$ cat config.mk
export PLATFORM = sky130hd
export DESIGN_NAME = sdmc_ctrl
export DESIGN_NICKNAME = d
export VERILOG_FILES = /design/src/hdl/sdmc_pkg.sv /design/src/hdl/sdmc_div_if.sv /design/src/hdl/sdmc_clkdiv.sv /design/src/hdl/sdmc_ctrl.sv
export SDC_FILE = /design/constraint.sdc
export NUM_CORES = 1
export LEC_CHECK = 0
export CAP_MARGIN = 20
export CORE_MARGIN = 2
export CORE_UTILIZATION = 25
export CTS_BUF_LIST = sky130_fd_sc_hd__clkbuf_2
export CTS_CLUSTER_DIAMETER = 30
export DETAILED_ROUTE_END_ITERATION = 16
export DONT_BUFFER_PORTS = 1
export HOLD_SLACK_MARGIN = 0.02
export SETUP_SLACK_MARGIN = 0.1
export SLEW_MARGIN = 15
export SYNTH_ARGS = -nofsm -noshare
export SYNTH_HDL_FRONTEND = slang
export SYNTH_HIERARCHICAL = 1
export SYNTH_SLANG_ARGS = --single-unit
$ cat constraint.sdc
create_clock -name SYS_CLK_I -period 2.2 [get_ports SYS_CLK_I]
set_input_delay 0.44 -clock SYS_CLK_I [delete_from_list [all_inputs] [get_ports SYS_CLK_I]]
set_output_delay 0.44 -clock SYS_CLK_I [all_outputs]
set_load 0.005 [all_outputs]
$ cat src/hdl/sdmc_pkg.sv
package sdmc_pkg;
   localparam int unsigned WB_AW = 8;
   localparam int unsigned WB_DW = 32;
   localparam int unsigned RES_W = 24;

   localparam logic [7:0] OFS_CTRL0 = 8'h00;
   localparam logic [7:0] OFS_CTRL1 = 8'h04;
   localparam logic [7:0] OFS_CLKDIV = 8'h08;
   localparam logic [7:0] OFS_RES_LO = 8'h0C;
   localparam logic [7:0] OFS_RES_MID = 8'h10;
   localparam logic [7:0] OFS_RES_HI = 8'h14;
   localparam logic [7:0] OFS_CHSEL = 8'h18;
   localparam logic [7:0] OFS_PWR = 8'h1C;
   localparam logic [7:0] OFS_INTC = 8'h20;

   localparam int unsigned B_FRST = 7;
   localparam int unsigned B_SLEEP = 6;
   localparam int unsigned B_POFF = 5;
   localparam int unsigned B_OSR = 2;
   localparam int unsigned B_REFSEL = 0;
   localparam int unsigned B_FLMS = 5;
   localparam int unsigned B_NBUF = 4;
   localparam int unsigned B_PBUF = 3;
   localparam int unsigned B_LATCH = 2;
   localparam int unsigned B_EOC = 1;
   localparam int unsigned B_PCH = 4;
   localparam int unsigned B_NCH = 0;
   localparam int unsigned B_REGEN = 0;
   localparam int unsigned B_GIE = 0;
   localparam int unsigned B_CIE = 1;
   localparam int unsigned B_IRQF = 2;

   localparam logic [7:0] RST_CTRL0 = 8'h20;
   localparam logic [7:0] RST_CTRL1 = 8'h00;
   localparam logic [4:0] RST_CLKDIV = 5'h00;
   localparam logic [7:0] RST_CHSEL = 8'h00;
   localparam logic [4:0] DIV_BYPASS = 5'h1F;
   localparam logic [3:0] TEMP_CH_DEF = 4'hF;

   typedef enum logic [1:0] {
      SDMC_PDN = 2'b00,
      SDMC_NORM = 2'b01,
      SDMC_RST = 2'b11,
      SDMC_SLP = 2'b10
   } sdmc_mode_t;
endpackage

$ cat src/hdl/sdmc_div_if.sv
`timescale 1ns/100ps
`default_nettype none
interface sdmc_div_if;
   logic [4:0] ratio;
   logic run;
   logic tick;
   modport ctl(output ratio, output run, input tick);
   modport div(input ratio, input run, output tick);
endinterface
`default_nettype wire

$ cat src/hdl/sdmc_clkdiv.sv
`timescale 1ns/100ps
`default_nettype none
module sdmc_clkdiv
   import sdmc_pkg::*;
(
   input wire logic clk_i,
   input wire logic rst_i,
   sdmc_div_if.div bus
);
   logic [5:0] cnt;
   logic [5:0] limit;

   // Period 2*(ratio+1) cycles, or every cycle in bypass
   assign limit = {bus.ratio, 1'b1};

   always_ff @(posedge clk_i) begin
      if (rst_i || !bus.run) begin
         cnt <= 6'h00;
         bus.tick <= 1'b0;
      end else if (bus.ratio == DIV_BYPASS) begin
         cnt <= 6'h00;
         bus.tick <= 1'b1;
      end else if (cnt == limit) begin
         cnt <= 6'h00;
         bus.tick <= 1'b1;
      end else begin
         cnt <= cnt + 6'h01;
         bus.tick <= 1'b0;
      end
   end

   property p_div_bypass;
      @(posedge clk_i) disable iff (rst_i)
      bus.run && bus.ratio == DIV_BYPASS ##1
      bus.run && bus.ratio == DIV_BYPASS |-> bus.tick;
   endproperty
   a_div_bypass: assert property (p_div_bypass)
      else $error("bypass divider missed a tick");

   property p_div_idle;
      @(posedge clk_i) disable iff (rst_i)
      !bus.run |=> !bus.tick;
   endproperty
   a_div_idle: assert property (p_div_idle)
      else $error("divider ticked while stopped");
endmodule
`default_nettype wire

$ cat src/hdl/sdmc_ctrl.sv
`timescale 1ns/100ps
`default_nettype none
// Functional notes
// - Power-off wins; else sleep; else reset bit picks reset or normal.
// - Power-down, regulator off: every analog block and filter off.
// - Power-down, regulator on: bandgap, regulator, common-mode stay on.
// - Sleep keeps bandgap, common-mode, amplifier, filter; regulator follows its enable; rest off.
// - Normal/reset power converter, amplifier; temp sensor, buffers selected.
// - Reset bit high holds filter reset; its fall starts a conversion.
// - Common-mode source follows the bandgap exactly.
// - End-of-conversion flag set on each completed conversion while latch is off.
// - Each completion with latch off sets request flag; interrupt only when enabled.
// - Latch off: results overwrite the result registers each time.
// - Latch on: results frozen, later results discarded.
// - Converter clock is system clock, direct or divided by field.
// - Reference select picks internal or external reference pair.
// - Data rate set by oversampling and filter clock/chop fields.
// - Result is 24-bit two's complement, sign in top bit.
// - Latch on: conversions continue, no interrupt, flag unchanged.
// - Reset bit aborts conversion; nothing starts until it falls.
// - Result split into low, middle and high read-only bytes.
module sdmc_ctrl
   import sdmc_pkg::*;
#(
   parameter logic [3:0] TEMP_CH = TEMP_CH_DEF
)(
   input wire logic SYS_CLK_I,
   input wire logic SYS_RST_I,
   input wire logic CYC_I,
   input wire logic STB_I,
   input wire logic WE_I,
   input wire logic [WB_AW-1:0] ADR_I,
   input wire logic [3:0] SEL_I,
   input wire logic [WB_DW-1:0] DAT_I,
   output logic [WB_DW-1:0] DAT_O,
   output logic ACK_O,
   input wire logic [RES_W-1:0] FILT_DATA_I,
   input wire logic FILT_VALID_I,
   output logic BANDGAP_ON_O,
   output logic REGULATOR_ON_O,
   output logic COMMON_MODE_ON_O,
   output logic AMP_ON_O,
   output logic CONV_ON_O,
   output logic TEMP_SENSOR_ON_O,
   output logic POS_REF_BUF_ON_O,
   output logic NEG_REF_BUF_ON_O,
   output logic FILT_ON_O,
   output logic FILT_RST_O,
   output logic FILT_START_O,
   output logic CONV_CLK_EN_O,
   output logic REF_PAIR_SEL_O,
   output logic [2:0] OSR_SEL_O,
   output logic [2:0] FILT_CLK_CHOP_SEL_O,
   output logic [1:0] MODE_O,
   output logic IRQ_O
);
   logic [7:0] ctrl0;
   logic [7:0] ctrl1;
   logic [4:0] converter_clock_divider;
   logic [7:0] chsel;
   logic regulator_enable;
   logic global_interrupt_enable;
   logic converter_interrupt_enable;
   logic irq_flag;
   logic [RES_W-1:0] result;
   logic started;
   logic frst_q;
   logic [7:0] rd_data;
   logic wr_en;
   logic rd_req;
   logic done;
   logic conv_on;
   logic temp_sel;
   sdmc_mode_t mode;
   sdmc_mode_t next_mode;

   logic filter_reset;
   logic converter_sleep;
   logic converter_power_off;
   logic result_latch_enable;
   logic eoc_flag;
   logic [3:0] pos_channel_select;
   logic [3:0] neg_channel_select;

   assign filter_reset = ctrl0[B_FRST];
   assign converter_sleep = ctrl0[B_SLEEP];
   assign converter_power_off = ctrl0[B_POFF];
   assign result_latch_enable = ctrl1[B_LATCH];
   assign eoc_flag = ctrl1[B_EOC];
   assign pos_channel_select = chsel[B_PCH +: 4];
   assign neg_channel_select = chsel[B_NCH +: 4];

   sdmc_div_if div_bus();

   // Bus access: ack one cycle after request, write on ack edge
   assign wr_en = CYC_I && STB_I && WE_I && ACK_O && SEL_I[0];
   assign rd_req = CYC_I && STB_I && !ACK_O;

   always_ff @(posedge SYS_CLK_I) begin
      if (SYS_RST_I) begin
         ACK_O <= 1'b0;
      end else begin
         ACK_O <= rd_req;
      end
   end

   always_comb begin
      rd_data = 8'h00;
      case (ADR_I)
         OFS_CTRL0: begin
            rd_data = ctrl0;
         end
         OFS_CTRL1: begin
            rd_data = ctrl1;
         end
         OFS_CLKDIV: begin
            rd_data = {3'h0, converter_clock_divider};
         end
         OFS_RES_LO: begin
            rd_data = result[7:0];
         end
         OFS_RES_MID: begin
            rd_data = result[15:8];
         end
         OFS_RES_HI: begin
            rd_data = result[23:16];
         end
         OFS_CHSEL: begin
            rd_data = chsel;
         end
         OFS_PWR: begin
            rd_data = {7'h00, regulator_enable};
         end
         OFS_INTC: begin
            rd_data = {5'h00, irq_flag, converter_interrupt_enable,
               global_interrupt_enable};
         end
         default: begin
            rd_data = 8'h00;
         end
      endcase
   end

   always_ff @(posedge SYS_CLK_I) begin
      if (SYS_RST_I) begin
         DAT_O <= 32'h0000_0000;
      end else if (rd_req) begin
         DAT_O <= {24'h00_0000, rd_data};
      end
   end

   // Control registers, unused bits read zero
   always_ff @(posedge SYS_CLK_I) begin
      if (SYS_RST_I) begin
         ctrl0 <= RST_CTRL0;
      end else if (wr_en && ADR_I == OFS_CTRL0) begin
         ctrl0 <= DAT_I[7:0] & 8'hFD;
      end
   end

   always_ff @(posedge SYS_CLK_I) begin
      if (SYS_RST_I) begin
         converter_clock_divider <= RST_CLKDIV;
         chsel <= RST_CHSEL;
         regulator_enable <= 1'b0;
         global_interrupt_enable <= 1'b0;
         converter_interrupt_enable <= 1'b0;
      end else if (wr_en) begin
         if (ADR_I == OFS_CLKDIV) begin
            converter_clock_divider <= DAT_I[4:0];
         end
         if (ADR_I == OFS_CHSEL) begin
            chsel <= DAT_I[7:0];
         end
         if (ADR_I == OFS_PWR) begin
            regulator_enable <= DAT_I[B_REGEN];
         end
         if (ADR_I == OFS_INTC) begin
            global_interrupt_enable <= DAT_I[B_GIE];
            converter_interrupt_enable <= DAT_I[B_CIE];
         end
      end
   end

   // Flag bits: hardware set wins over a software clear
   always_ff @(posedge SYS_CLK_I) begin
      if (SYS_RST_I) begin
         ctrl1 <= RST_CTRL1;
      end else begin
         if (wr_en && ADR_I == OFS_CTRL1) begin
            ctrl1 <= DAT_I[7:0] & 8'hFE;
         end
         if (done && !result_latch_enable) begin
            ctrl1[B_EOC] <= 1'b1;
         end
      end
   end

   always_ff @(posedge SYS_CLK_I) begin
      if (SYS_RST_I) begin
         irq_flag <= 1'b0;
      end else if (done && !result_latch_enable) begin
         irq_flag <= 1'b1;
      end else if (wr_en && ADR_I == OFS_INTC) begin
         irq_flag <= DAT_I[B_IRQF];
      end
   end

   always_ff @(posedge SYS_CLK_I) begin
      if (SYS_RST_I) begin
         IRQ_O <= 1'b0;
      end else begin
         IRQ_O <= irq_flag && global_interrupt_enable
            && converter_interrupt_enable;
      end
   end

   // Operating mode decode
   always_comb begin
      if (converter_power_off) begin
         next_mode = SDMC_PDN;
      end else if (converter_sleep) begin
         next_mode = SDMC_SLP;
      end else if (filter_reset) begin
         next_mode = SDMC_RST;
      end else begin
         next_mode = SDMC_NORM;
      end
   end

   always_ff @(posedge SYS_CLK_I) begin
      if (SYS_RST_I) begin
         mode <= SDMC_PDN;
      end else begin
         mode <= next_mode;
      end
   end

   assign conv_on = !converter_power_off && !converter_sleep;
   assign temp_sel = pos_channel_select == TEMP_CH
      || neg_channel_select == TEMP_CH;

   // Power switches, all from the same register edge as mode
   always_ff @(posedge SYS_CLK_I) begin
      if (SYS_RST_I) begin
         BANDGAP_ON_O <= 1'b0;
         COMMON_MODE_ON_O <= 1'b0;
         REGULATOR_ON_O <= 1'b0;
         AMP_ON_O <= 1'b0;
         FILT_ON_O <= 1'b0;
      end else begin
         BANDGAP_ON_O <= !converter_power_off
            || regulator_enable;
         COMMON_MODE_ON_O <= !converter_power_off
            || regulator_enable;
         REGULATOR_ON_O <= regulator_enable;
         AMP_ON_O <= !converter_power_off;
         FILT_ON_O <= !converter_power_off;
      end
   end

   always_ff @(posedge SYS_CLK_I) begin
      if (SYS_RST_I) begin
         CONV_ON_O <= 1'b0;
         TEMP_SENSOR_ON_O <= 1'b0;
         POS_REF_BUF_ON_O <= 1'b0;
         NEG_REF_BUF_ON_O <= 1'b0;
      end else begin
         CONV_ON_O <= conv_on;
         TEMP_SENSOR_ON_O <= conv_on && temp_sel;
         POS_REF_BUF_ON_O <= conv_on && ctrl1[B_PBUF];
         NEG_REF_BUF_ON_O <= conv_on && ctrl1[B_NBUF];
      end
   end

   // Rate and reference selections
   always_ff @(posedge SYS_CLK_I) begin
      if (SYS_RST_I) begin
         REF_PAIR_SEL_O <= 1'b0;
         OSR_SEL_O <= 3'h0;
         FILT_CLK_CHOP_SEL_O <= 3'h0;
         MODE_O <= SDMC_PDN;
      end else begin
         REF_PAIR_SEL_O <= ctrl0[B_REFSEL];
         OSR_SEL_O <= ctrl0[B_OSR +: 3];
         FILT_CLK_CHOP_SEL_O <= ctrl1[B_FLMS +: 3];
         MODE_O <= next_mode;
      end
   end

   // Converter clock enable from the divider
   assign div_bus.ratio = converter_clock_divider;
   assign div_bus.run = conv_on;

   sdmc_clkdiv u_div (
      .clk_i(SYS_CLK_I),
      .rst_i(SYS_RST_I),
      .bus(div_bus.div)
   );

   always_ff @(posedge SYS_CLK_I) begin
      if (SYS_RST_I) begin
         CONV_CLK_EN_O <= 1'b0;
      end else begin
         CONV_CLK_EN_O <= div_bus.tick;
      end
   end

   // Filter reset and conversion start
   always_ff @(posedge SYS_CLK_I) begin
      if (SYS_RST_I) begin
         frst_q <= 1'b0;
         FILT_RST_O <= 1'b0;
         FILT_START_O <= 1'b0;
      end else begin
         frst_q <= filter_reset;
         FILT_RST_O <= filter_reset;
         FILT_START_O <= frst_q && !filter_reset && conv_on;
      end
   end

   always_ff @(posedge SYS_CLK_I) begin
      if (SYS_RST_I) begin
         started <= 1'b0;
      end else if (filter_reset || !conv_on) begin
         started <= 1'b0;
      end else if (FILT_START_O) begin
         started <= 1'b1;
      end
   end

   assign done = FILT_VALID_I && started
      && mode == SDMC_NORM && !filter_reset;

   always_ff @(posedge SYS_CLK_I) begin
      if (SYS_RST_I) begin
         result <= '0;
      end else if (done && !result_latch_enable) begin
         result <= FILT_DATA_I;
      end
   end

   property p_mode_pdn;
      @(posedge SYS_CLK_I) disable iff (SYS_RST_I)
      converter_power_off |=> mode == SDMC_PDN && !AMP_ON_O;
   endproperty
   a_mode_pdn: assert property (p_mode_pdn)
      else $error("power-off did not force power-down");

   property p_pdn_all_off;
      @(posedge SYS_CLK_I) disable iff (SYS_RST_I)
      mode == SDMC_PDN && !REGULATOR_ON_O |-> !BANDGAP_ON_O
         && !COMMON_MODE_ON_O && !CONV_ON_O && !FILT_ON_O
         && !TEMP_SENSOR_ON_O && !POS_REF_BUF_ON_O;
   endproperty
   a_pdn_all_off: assert property (p_pdn_all_off)
      else $error("block left on in power-down");

   property p_pdn_reg_on;
      @(posedge SYS_CLK_I) disable iff (SYS_RST_I)
      mode == SDMC_PDN && REGULATOR_ON_O |-> BANDGAP_ON_O
         && !AMP_ON_O && !NEG_REF_BUF_ON_O;
   endproperty
   a_pdn_reg_on: assert property (p_pdn_reg_on)
      else $error("power-down with regulator wrong");

   property p_sleep;
      @(posedge SYS_CLK_I) disable iff (SYS_RST_I)
      mode == SDMC_SLP |-> BANDGAP_ON_O && AMP_ON_O && FILT_ON_O
         && !CONV_ON_O && !TEMP_SENSOR_ON_O && !POS_REF_BUF_ON_O;
   endproperty
   a_sleep: assert property (p_sleep)
      else $error("sleep power set wrong");

   property p_run_power;
      @(posedge SYS_CLK_I) disable iff (SYS_RST_I)
      (mode == SDMC_NORM || mode == SDMC_RST) |-> CONV_ON_O
         && AMP_ON_O && POS_REF_BUF_ON_O == $past(ctrl1[B_PBUF]);
   endproperty
   a_run_power: assert property (p_run_power)
      else $error("normal mode power set wrong");

   property p_start;
      @(posedge SYS_CLK_I) disable iff (SYS_RST_I)
      $fell(filter_reset) && conv_on |=> FILT_START_O ##1 !FILT_START_O;
   endproperty
   a_start: assert property (p_start)
      else $error("reset release gave no single start");

   property p_vcm;
      @(posedge SYS_CLK_I) disable iff (SYS_RST_I)
      COMMON_MODE_ON_O == BANDGAP_ON_O;
   endproperty
   a_vcm: assert property (p_vcm)
      else $error("common-mode differs from bandgap");

   property p_eoc_set;
      @(posedge SYS_CLK_I) disable iff (SYS_RST_I)
      done && !result_latch_enable |=> eoc_flag && irq_flag;
   endproperty
   a_eoc_set: assert property (p_eoc_set)
      else $error("completion did not set flags");

   property p_irq;
      @(posedge SYS_CLK_I) disable iff (SYS_RST_I)
      IRQ_O |-> $past(irq_flag && global_interrupt_enable
         && converter_interrupt_enable);
   endproperty
   a_irq: assert property (p_irq)
      else $error("interrupt without enabled request");

   property p_update;
      @(posedge SYS_CLK_I) disable iff (SYS_RST_I)
      done && !result_latch_enable |=> result == $past(FILT_DATA_I);
   endproperty
   a_update: assert property (p_update)
      else $error("result not overwritten");

   property p_latch;
      @(posedge SYS_CLK_I) disable iff (SYS_RST_I)
      result_latch_enable ##1 result_latch_enable |-> $stable(result)
         && !$rose(irq_flag);
   endproperty
   a_latch: assert property (p_latch)
      else $error("latched result or request changed");

   property p_abort;
      @(posedge SYS_CLK_I) disable iff (SYS_RST_I)
      filter_reset |=> !$rose(eoc_flag) && !started;
   endproperty
   a_abort: assert property (p_abort)
      else $error("conversion completed under reset");
endmodule
`default_nettype wire

# Word-level counts from Yosys, hierarchy flattened
# Index checks and enable logic that the tools add are counted.
# op_classes
n_addsub	1
reduce_logical	41
n_mux	9
eq_ne	13
# ops
op	count
$pmux W8 S9	1
$eq A8 B5 Y1 const B	4
$logic_and A1 B1 Y1	20
$eq A8 B4 Y1 const B	2
$eq A4 B4 Y1 const B	2
$eq A8 B3 Y1 const B	1
$eq A8 B6 Y1 const B	1
$logic_not A8 Y1	1
$reduce_and A2 Y1	4
$add A6 B1 Y6 const B	1
$eq A6 B6 Y1	1
$logic_not A1 Y1	6
$mux W2	3
$reduce_or A3 Y1	2
$eq A5 B5 Y1 const B	1
$mux W1	5
$logic_or A1 B1 Y1	4
$reduce_bool A2 Y1	2
$reduce_or A2 Y1	2
$eq A2 B1 Y1 const B	1
# totals
ff_bits	92
wordCells	95
output_inout_bits	55
inputBits	74

# Longest topological paths before layout
# Gate-level depths: netlist (run 1).
# depth
ltp_word	7
mapped_depth	6
depth_no_buf	5

# By module
# The synthesis (run 1) kept the hierarchy.
# by_module_without_submodules
module	n_inst	seq_area_each_um2	area_per_inst_um2	cells_per_inst
sdmc_ctrl	1	1701.6	3786.1	394
sdmc_clkdiv	1	140.1	330.3	35

# Least setup slack after synthesis (run 1)
# No wires, ideal clock.
# synth_timing
path_kind	input to register
startpoint	input ADR_I[1]
endpoint	register ctrl0[4]
arrival_time_ps	1762
n_path_buf	2
setup_slack_ps	305
setup_time_ps	132
t_required_ps	2068
path_stages	6
cell_sequence	or4_4 > buf_6 > or3_4 > buf_6 > o21ai_1 > a21oi_1
# synth_via
elab_chain_cells	2
# synth_lines
element	line_no	text
from (decl)	sdmc_ctrl.sv:32	input wire logic [WB_AW-1:0] ADR_I,
$logic_not A8 Y1	sdmc_ctrl.sv:156	end else if (wr_en && ADR_I == OFS_CTRL0) begin
$logic_and A1 B1 Y1	sdmc_ctrl.sv:156	
to (signal assigned)	sdmc_ctrl.sv:157	ctrl0 <= DAT_I[7:0] & 8'hFD;
to (decl)	sdmc_ctrl.sv:57	logic [7:0] ctrl0;
# No other way between the ends.
# A chain may end at the register's enable or synchronous reset.

# Final worst setup path (run 1)
# layout_timing
startpoint	register ACK_O
endpoint	register converter_clock_divider[1]
# layout_via
elab_chain_cells	3
# layout_lines
element	line_no	text
from (decl)	sdmc_ctrl.sv:36	output logic ACK_O,
from (signal assigned)	sdmc_ctrl.sv:103	ACK_O <= rd_req;
$logic_and A1 B1 Y1 (2 in a row)	sdmc_ctrl.sv:96	assign wr_en = CYC_I && STB_I && WE_I && ACK_O && SEL_I[0];
$reduce_and A2 Y1 (no line)	--	
to (signal assigned)	sdmc_ctrl.sv:170	converter_clock_divider <= DAT_I[4:0];
to (decl)	sdmc_ctrl.sv:59	logic [4:0] converter_clock_divider;
# No other way between the ends.

==> results.sh, run 1 <==
export IMPL_setup_slack_ns=0.427
export IMPL_area_growth_pct=13.3
export IMPL_globalplace_congestion=0.863
export IMPL_reg2reg_depth=4
export IMPL_min_period_ns=1.77
export IMPL_peakVddDrop_uv=308
export IMPL_synth_cell_type_count=62
export IMPL_drv_slew=0
export IMPL_vias=3291
export IMPL_tightest_slew_ns=0.720
export IMPL_antenna_found_initial=0
export IMPL_synth_seq_cells=92
export IMPL_detail_route_antenna_nets=0
export IMPL_outcome="finished, final reports clean"
export IMPL_grt_ovfl_total=0
export IMPL_placementRows=46
export IMPL_setup_violations=0
export IMPL_cap_viol_max_count=0
export IMPL_finClkSkew_ns=0.0157
export IMPL_cp_end_kind="flop"
export IMPL_fmax_ghz=0.564
export IMPL_post_place_ws_ns=0.260
export IMPL_hold_violations=0
export IMPL_clock_root_buffer="clkbuf_2"
export IMPL_cts_buffers=9
export IMPL_hold_depth=2
export IMPL_placed_cells=621
export IMPL_grt_pass1_vias=3317
export IMPL_grt_max_degree=67
export IMPL_worstPathMaxFanout=13
export IMPL_p_per_area_nw_per_um2=599
export IMPL_rrSetupSlack_ns=0.43
export IMPL_cp_required_ns=2.71
export IMPL_ys_seq_area_frac=0.447
export IMPL_critPathSlowestCell="and3_1"
export IMPL_clk_pin_slew_ns=0.23
export IMPL_endpoint="converter_clock_divider[1]"
export IMPL_clock_path_buffers=2
export IMPL_holdBufCountCts=36
export IMPL_synth_edf_count=0
export IMPL_insertion_delay_ns=0.57
export IMPL_reg2reg_to="converter_clock_divider[1]"
export IMPL_finalWirelength_um=11800
export IMPL_drt_pass1_iterations=5
export IMPL_synth_cell_area_um2=4120
export IMPL_start_kind="flop"
export IMPL_final_cells=673
export IMPL_rsz0062_at_grt="no"
export IMPL_antenna_cells=0
export IMPL_drc=0
export IMPL_criticalPathCategory="reg -> reg"
export IMPL_place_hpwl_um=8480
export IMPL_yosys_warnings=6
export IMPL_vias_per_cell=4.89
export IMPL_initial_utilization=0.257
export IMPL_setup_worst_path_start="ACK_O"
export IMPL_ys_async_sr_fraction=0
export IMPL_io_buffers=0
export IMPL_io_pins=129
export IMPL_core_area_um2=16000
export IMPL_crit_chain="and4_1 > and3_1 > nand3_1 > a21oi_1"
export IMPL_grtUsageTotal=0.137
export IMPL_avgSynthCellArea_um2=9.60
export IMPL_finalCritPeriodShare=0.806
export IMPL_cts_resized=0
export IMPL_arrival_ns=2.28
export IMPL_die_area_um2=17500
export IMPL_synthFlopType="dfxtp_1"
export IMPL_die_width_um=132
export IMPL_total_power_uw=2790
export IMPL_nets=527
export IMPL_die_h_um=132
export IMPL_clock_sinks=92
export IMPL_tns_ns=0
export IMPL_fillers=1732
export IMPL_final_layout_size_suffix_gt1_frac=0.0810
export IMPL_grt_pass1_wl_um=18600
export IMPL_wl_per_cell_um=17.5
export IMPL_cts_setup_buffers=0
export IMPL_cts_tree="yes"
export IMPL_r2r_start="ACK_O"
export IMPL_cellLeakagePower_uw=0.00164
export IMPL_maxSlewHeadroom=0.518
export IMPL_syn_inst=429
export IMPL_htreeDepth=3
export IMPL_cpPeakStageDelay_ns=0.54
export IMPL_drt_iter0_drc=299
export IMPL_hold_path_class="in -> reg"
## Yosys cell counts, drive strengths merged (3+ instances only)
cell type	number	area, µm²
a221oi	4	35.0
clkbuf	14	82.6
nand2	6	22.5
mux2	4	45.0
mux4	3	67.6
and2	4	25.0
nor2	41	156
dfxtp	92	1840
a31oi	3	18.8
xor2	5	43.8
nor2b	17	106
and3	7	45.1
xnor2	4	35.0
o21ai	27	139
nand2b	4	25.0
a22oi	6	45.0
mux2i	34	340
nor3	4	31.3
or3	3	23.8
nand4	7	50.1
a32o	3	30.0
a32oi	4	35.0
inv	5	18.8
nand3b	4	30.0
a21oi	26	130
buf	37	273
nand3	30	150
## power breakdown
group          leakage [µW]  internal [µW]  total, µW  switching, µW
clock network     0.0000798            381        962            582
logic              0.000823           73.7        157           83.3
registers          0.000741           1670       1670          0.981
## critical path: cells and delay by family, from the launching register on
kind             cells  cell delay, ns
AND/OR/NAND/NOR      3            1.12
flip-flops           1            0.45
AO/OA/AOI/OAI        1            0.16
## cell type report
class                           instances  area [µm²]  share of cell area
Multi-Input combinational cell        304        1990               0.426
Inverter                                5        18.8             0.00402
Sequential cell                        92        1840               0.395
Tap cell                              216         270              0.0579
Clock inverter                          6        88.8              0.0190
Timing Repair Buffer                   40         408              0.0874
Clock buffer                           10        50.0              0.0107
## worst min-delay path by stage
stage	from	endpoint	slack, ns
floorplan	u_div/bus.tick	CONV_CLK_EN_O	0.41
global placement	u_div/bus.tick	CONV_CLK_EN_O	0.44
detailed placement	u_div/bus.tick	CONV_CLK_EN_O	0.44
CTS	DAT_I[1]	ctrl1[1]	0.04
global route	DAT_I[1]	ctrl1[1]	0.03
finish	DAT_I[1]	ctrl1[1]	0.07
## flip-flops by register name (all words and copies together), names as in the netlist, 2 cells and up
signal / flops
DAT_O: 8
ctrl1: 7
OSR_SEL_O: 3
chsel: 8
u_div/cnt: 6
result: 24
ctrl0: 7
FILT_CLK_CHOP_SEL_O: 3
converter_clock_divider: 5
MODE_O: 2
## through the flow
stage | instance area, µm² | util | hold slack [ns]
global placement | 4150 | 0.259 | 0.443
floorplan | 4200 | - | 0.414
finish | 4660 | 0.292 | 0.0698
CTS | 4660 | 0.292 | 0.0355
global route | 4660 | 0.292 | 0.0293
detailed placement | 4150 | 0.259 | 0.442
## routing by layer
metal  up-vias  GRT usage  routed length (µm)
li1       1553          -                   -
met1      1579      0.171                4870
met2       145      0.224                5680
met3        14     0.0496                1080
met4         0     0.0346                 148
met5         -          0                   0
## cell families after synthesis
kind of cell	Yosys count	synth area share
adders and majority gates	1	0.00304
xor gates and xnor gates	9	0.0191
muxes	41	0.110
buffers and inverters	56	0.0909
AOI/OAI and AO/OA	89	0.137
DFF	92	0.447
other	1	0.000911
and+or+nand+nor	140	0.191
## cell usage in the layout (no fill, tap or decap), types with 6 or more instances in the layout
cell and count:
dfxtp_1 92, clkbuf_2 10, nand2_1 6, nand4_1 6, a22oi_1 6, nor2_1 40, dlygate4sd3_1 35, conb_1 24
nand3_1 30, a21oi_1 26, nor2b_1 17, o21ai_1 9, mux2i_1 34, o21ai_0 17, and3_1 6
Note: power is estimated with default switching activity, not from simulation.
==> run 2, diff against run 1 <==
--- a/config.mk
+++ b/config.mk
@@ -5,6 +5,7 @@
 export SDC_FILE = /design/constraint.sdc
 export NUM_CORES = 1
 export LEC_CHECK = 0
+export ABC_AREA = 1
 export CAP_MARGIN = 20
 export CORE_MARGIN = 2
 export CORE_UTILIZATION = 25
==> constraint.sdc (replaced) <==
create_clock -name SYS_CLK_I -period 1.52 [get_ports SYS_CLK_I]
set_input_delay 0.304 -clock SYS_CLK_I [delete_from_list [all_inputs] [get_ports SYS_CLK_I]]
set_output_delay 0.304 -clock SYS_CLK_I [all_outputs]
set_load 0.005 [all_outputs]
==> results.sh, run 2 <==
export IMPL_outcome="finished, final reports clean"
export IMPL_clk_pin_slew_ns=0.26
export IMPL_hold_slack_ns=0.0815
export IMPL_rsz0062_at_grt="yes"
export IMPL_synthFlopType="dfxtp_1"
export IMPL_criticalPathCategory="reg -> reg"
export IMPL_ys_async_sr_fraction=0
export IMPL_io_pins=129
export IMPL_finalCritPeriodShare=0.926
export IMPL_die_area_um2=17600
export IMPL_grt_max_degree=51
export IMPL_final_common_cell="nand2_1"
export IMPL_hold_path_class="in -> reg"
export IMPL_worstPathMaxFanout=12
export IMPL_final_layout_size_suffix_gt1_frac=0.153
export IMPL_globalplace_congestion=0.804
export IMPL_reg2reg_depth=5
export IMPL_switching_share=0.258
export IMPL_r2r_start="ctrl1[2]"
export IMPL_fin_util=0.309
export IMPL_avgSynthCellArea_um2=7.28
export IMPL_finClkSkew_ns=0.0487
export IMPL_synth_xor_area_frac=0.00848
export IMPL_use_met1=0.167
export IMPL_cap_viol_max_count=0
export IMPL_vias_per_cell=4.17
export IMPL_post_place_ws_ns=0.0446
export IMPL_reg_top3="result x24, DAT_O x8, chsel x8"
export IMPL_endpoint="result[19]"
export IMPL_dpl_instance_area_um2=4320
export IMPL_grt_pass1_vias=3179
export IMPL_final_cell_mix="100 x nand2_1, 86 x dfxtp_1, 78 x nor2_1, 63 x inv_1, 47 x a21oi_1"
export IMPL_final_area_um2=5050
export IMPL_cellLeakagePower_uw=0.00194
export IMPL_grtUsageTotal=0.123
export IMPL_antenna_found_initial=1
export IMPL_detail_route_antenna_nets=0
export IMPL_synth_seq_cells=92
export IMPL_vias=3507
export IMPL_min_period_ns=1.41
export IMPL_reg2reg_to="result[19]"
export IMPL_cts_buffers=9
export IMPL_grtUsageMet3=0.0287
export IMPL_grt_pass1_wl_um=16700
export IMPL_finalWirelength_um=11000
export IMPL_regArea_um2=1860
export IMPL_rrSetupSlack_ns=0.11
export IMPL_place_hpwl_um=7770
export IMPL_p_per_area_nw_per_um2=774
export IMPL_drc=0
export IMPL_start_kind="flop"
export IMPL_clkPwrFrac=0.315
export IMPL_hold_violations=0
export IMPL_area_growth_pct=22.2
export IMPL_synth_cell_area_um2=4130
export IMPL_sequentialPowerShare=0.619
export IMPL_clock_root_buffer="clkbuf_2"
export IMPL_grt_ovfl_total=0
export IMPL_drt_iter0_drc=198
export IMPL_drv_slew=0
export IMPL_io_buffers=0
export IMPL_netlist_area_leader_share=0.446
export IMPL_wl_per_cell_um=13.1
export IMPL_synth_common_cells="100 x nand2_1, 92 x dfxtp_1, 80 x nor2_1"
export IMPL_cts_tree="yes"
export IMPL_combPwrFrac=0.066
export IMPL_die_width_um=133
export IMPL_synth_edf_count=0
export IMPL_synth_top_area_cell="dfxtp_1"
export IMPL_drt_pass1_iterations=5
export IMPL_nets=692
export IMPL_clock_sinks=92
export IMPL_synth_cell_type_count=34
export IMPL_fmax_ghz=0.711
export IMPL_largest_register="result"
export IMPL_initial_utilization=0.253
export IMPL_arrival_ns=1.92
export IMPL_synth_top_family_by_area="simple AND/OR/NAND/NOR gates"
export IMPL_use_met2=0.190
export IMPL_syn_inst=568
export IMPL_yosys_warnings=6
export IMPL_ys_seq_area_frac=0.446
export IMPL_clock_path_buffers=2
export IMPL_cp_required_ns=2.03
export IMPL_fillers=1788
export IMPL_setup_worst_path_start="ctrl1[2]"
export IMPL_synth_compound_area_share=0.138
export IMPL_peakVddDrop_uv=336
export IMPL_setup_slack_ns=0.113
export IMPL_power_net_switching_uw=1010
export IMPL_grt_busiest_layer="met2"
export IMPL_synth_area_leaders="dfxtp_1 45%, nand2_1 9.1%, nor2_1 7.3%, inv_1 5.7%, a21oi_1 5.7%"
export IMPL_placementRows=47
export IMPL_insertion_delay_ns=0.61
export IMPL_p_int_uw=2900
export IMPL_cp_end_kind="flop"
export IMPL_setup_violations=0
export IMPL_die_h_um=133
export IMPL_synthAdderAreaFrac=0.00303
export IMPL_tns_ns=0
export IMPL_htreeDepth=3
export IMPL_muxShareOfSynthArea=0
export IMPL_core_area_um2=16300
export IMPL_synth_simple_area_share=0.267
export IMPL_synth_most_common_cell="nand2_1"
export IMPL_multi_input_area_um2=1910
export IMPL_largest_reg_flops=24
-- run 2: area by class of cell --
type	instances	share of cell area
multi-input cells	381	0.378
flip-flops and latches	92	0.368
repair buffers	56	0.120
inverters	77	0.0587
well taps	220	0.0545
clock inverters	4	0.0102
clock buffers	10	0.00991
diodes	1	0.000496
-- run 2: through the flow --
stage | power (µW) | cells
floorplan | 2620 | 591
global placement | 2590 | 781
detailed placement | 2590 | 781
CTS | 3940 | 835
global route | 4070 | 841
finish | 3910 | 841
-- run 2: cells by family after synthesis --
logic type,after synthesis
other cells,1
buf+inv,118
simple gates,243
flops,92
xor+xnor,4
compound gates,109
fa+ha+maj,1
-- run 2: how the worst min path moves through the flow --
| stage | startpoint | to | cells after the start |
|---|---|---|---|
| global placement | SYS_RST_I | DAT_O[7] | 1 |
| floorplan | SYS_RST_I | FILT_ON_O | 1 |
| CTS | SEL_I[0] | irq_flag | 4 |
| detailed placement | SYS_RST_I | DAT_O[7] | 1 |
| finish | SEL_I[0] | irq_flag | 4 |
| global route | SEL_I[0] | irq_flag | 4 |
-- run 2: power by group through the flow --
stage | Clock [µW] | Combinational [µW] | Sequential (µW)
6_report | 1230 | 257 | 2420
2_1_floorplan | 0 | 151 | 2470
3_3_place_gp | 0 | 123 | 2470
5_1_grt | 1360 | 283 | 2420
4_1_cts | 1270 | 241 | 2420
3_5_place_dp | 0 | 122 | 2470
-- run 2: worst max-delay path, cell delays in order (launching register included) --
cell	delay (ns)
dfxtp_4	0.41
nor4_4	0.31
nand3_4	0.21
clkbuf_16	0.23
o21ai_1	0.15
a21oi_1	0.05
-- run 2: timing repair --
item / in CTS / in global routing
hold buffers: 40 / 0
pin swaps: 1 / 6
hold endpoints to repair: 91 / 0
buffers inserted: 0 / 2
setup endpoints to repair: 9 / 41
cloned: 0 / 3
gates resized for setup: 8 / 43
-- run 2: metal layers --
layer  vias to the layer above  share of wire  routed length, µm
met4                         0          0.016                175
met5                         -              0                  0
met3                        16          0.058                643
met2                       101           0.45               4970
met1                      1559           0.47               5230
li1                       1831              -                  -
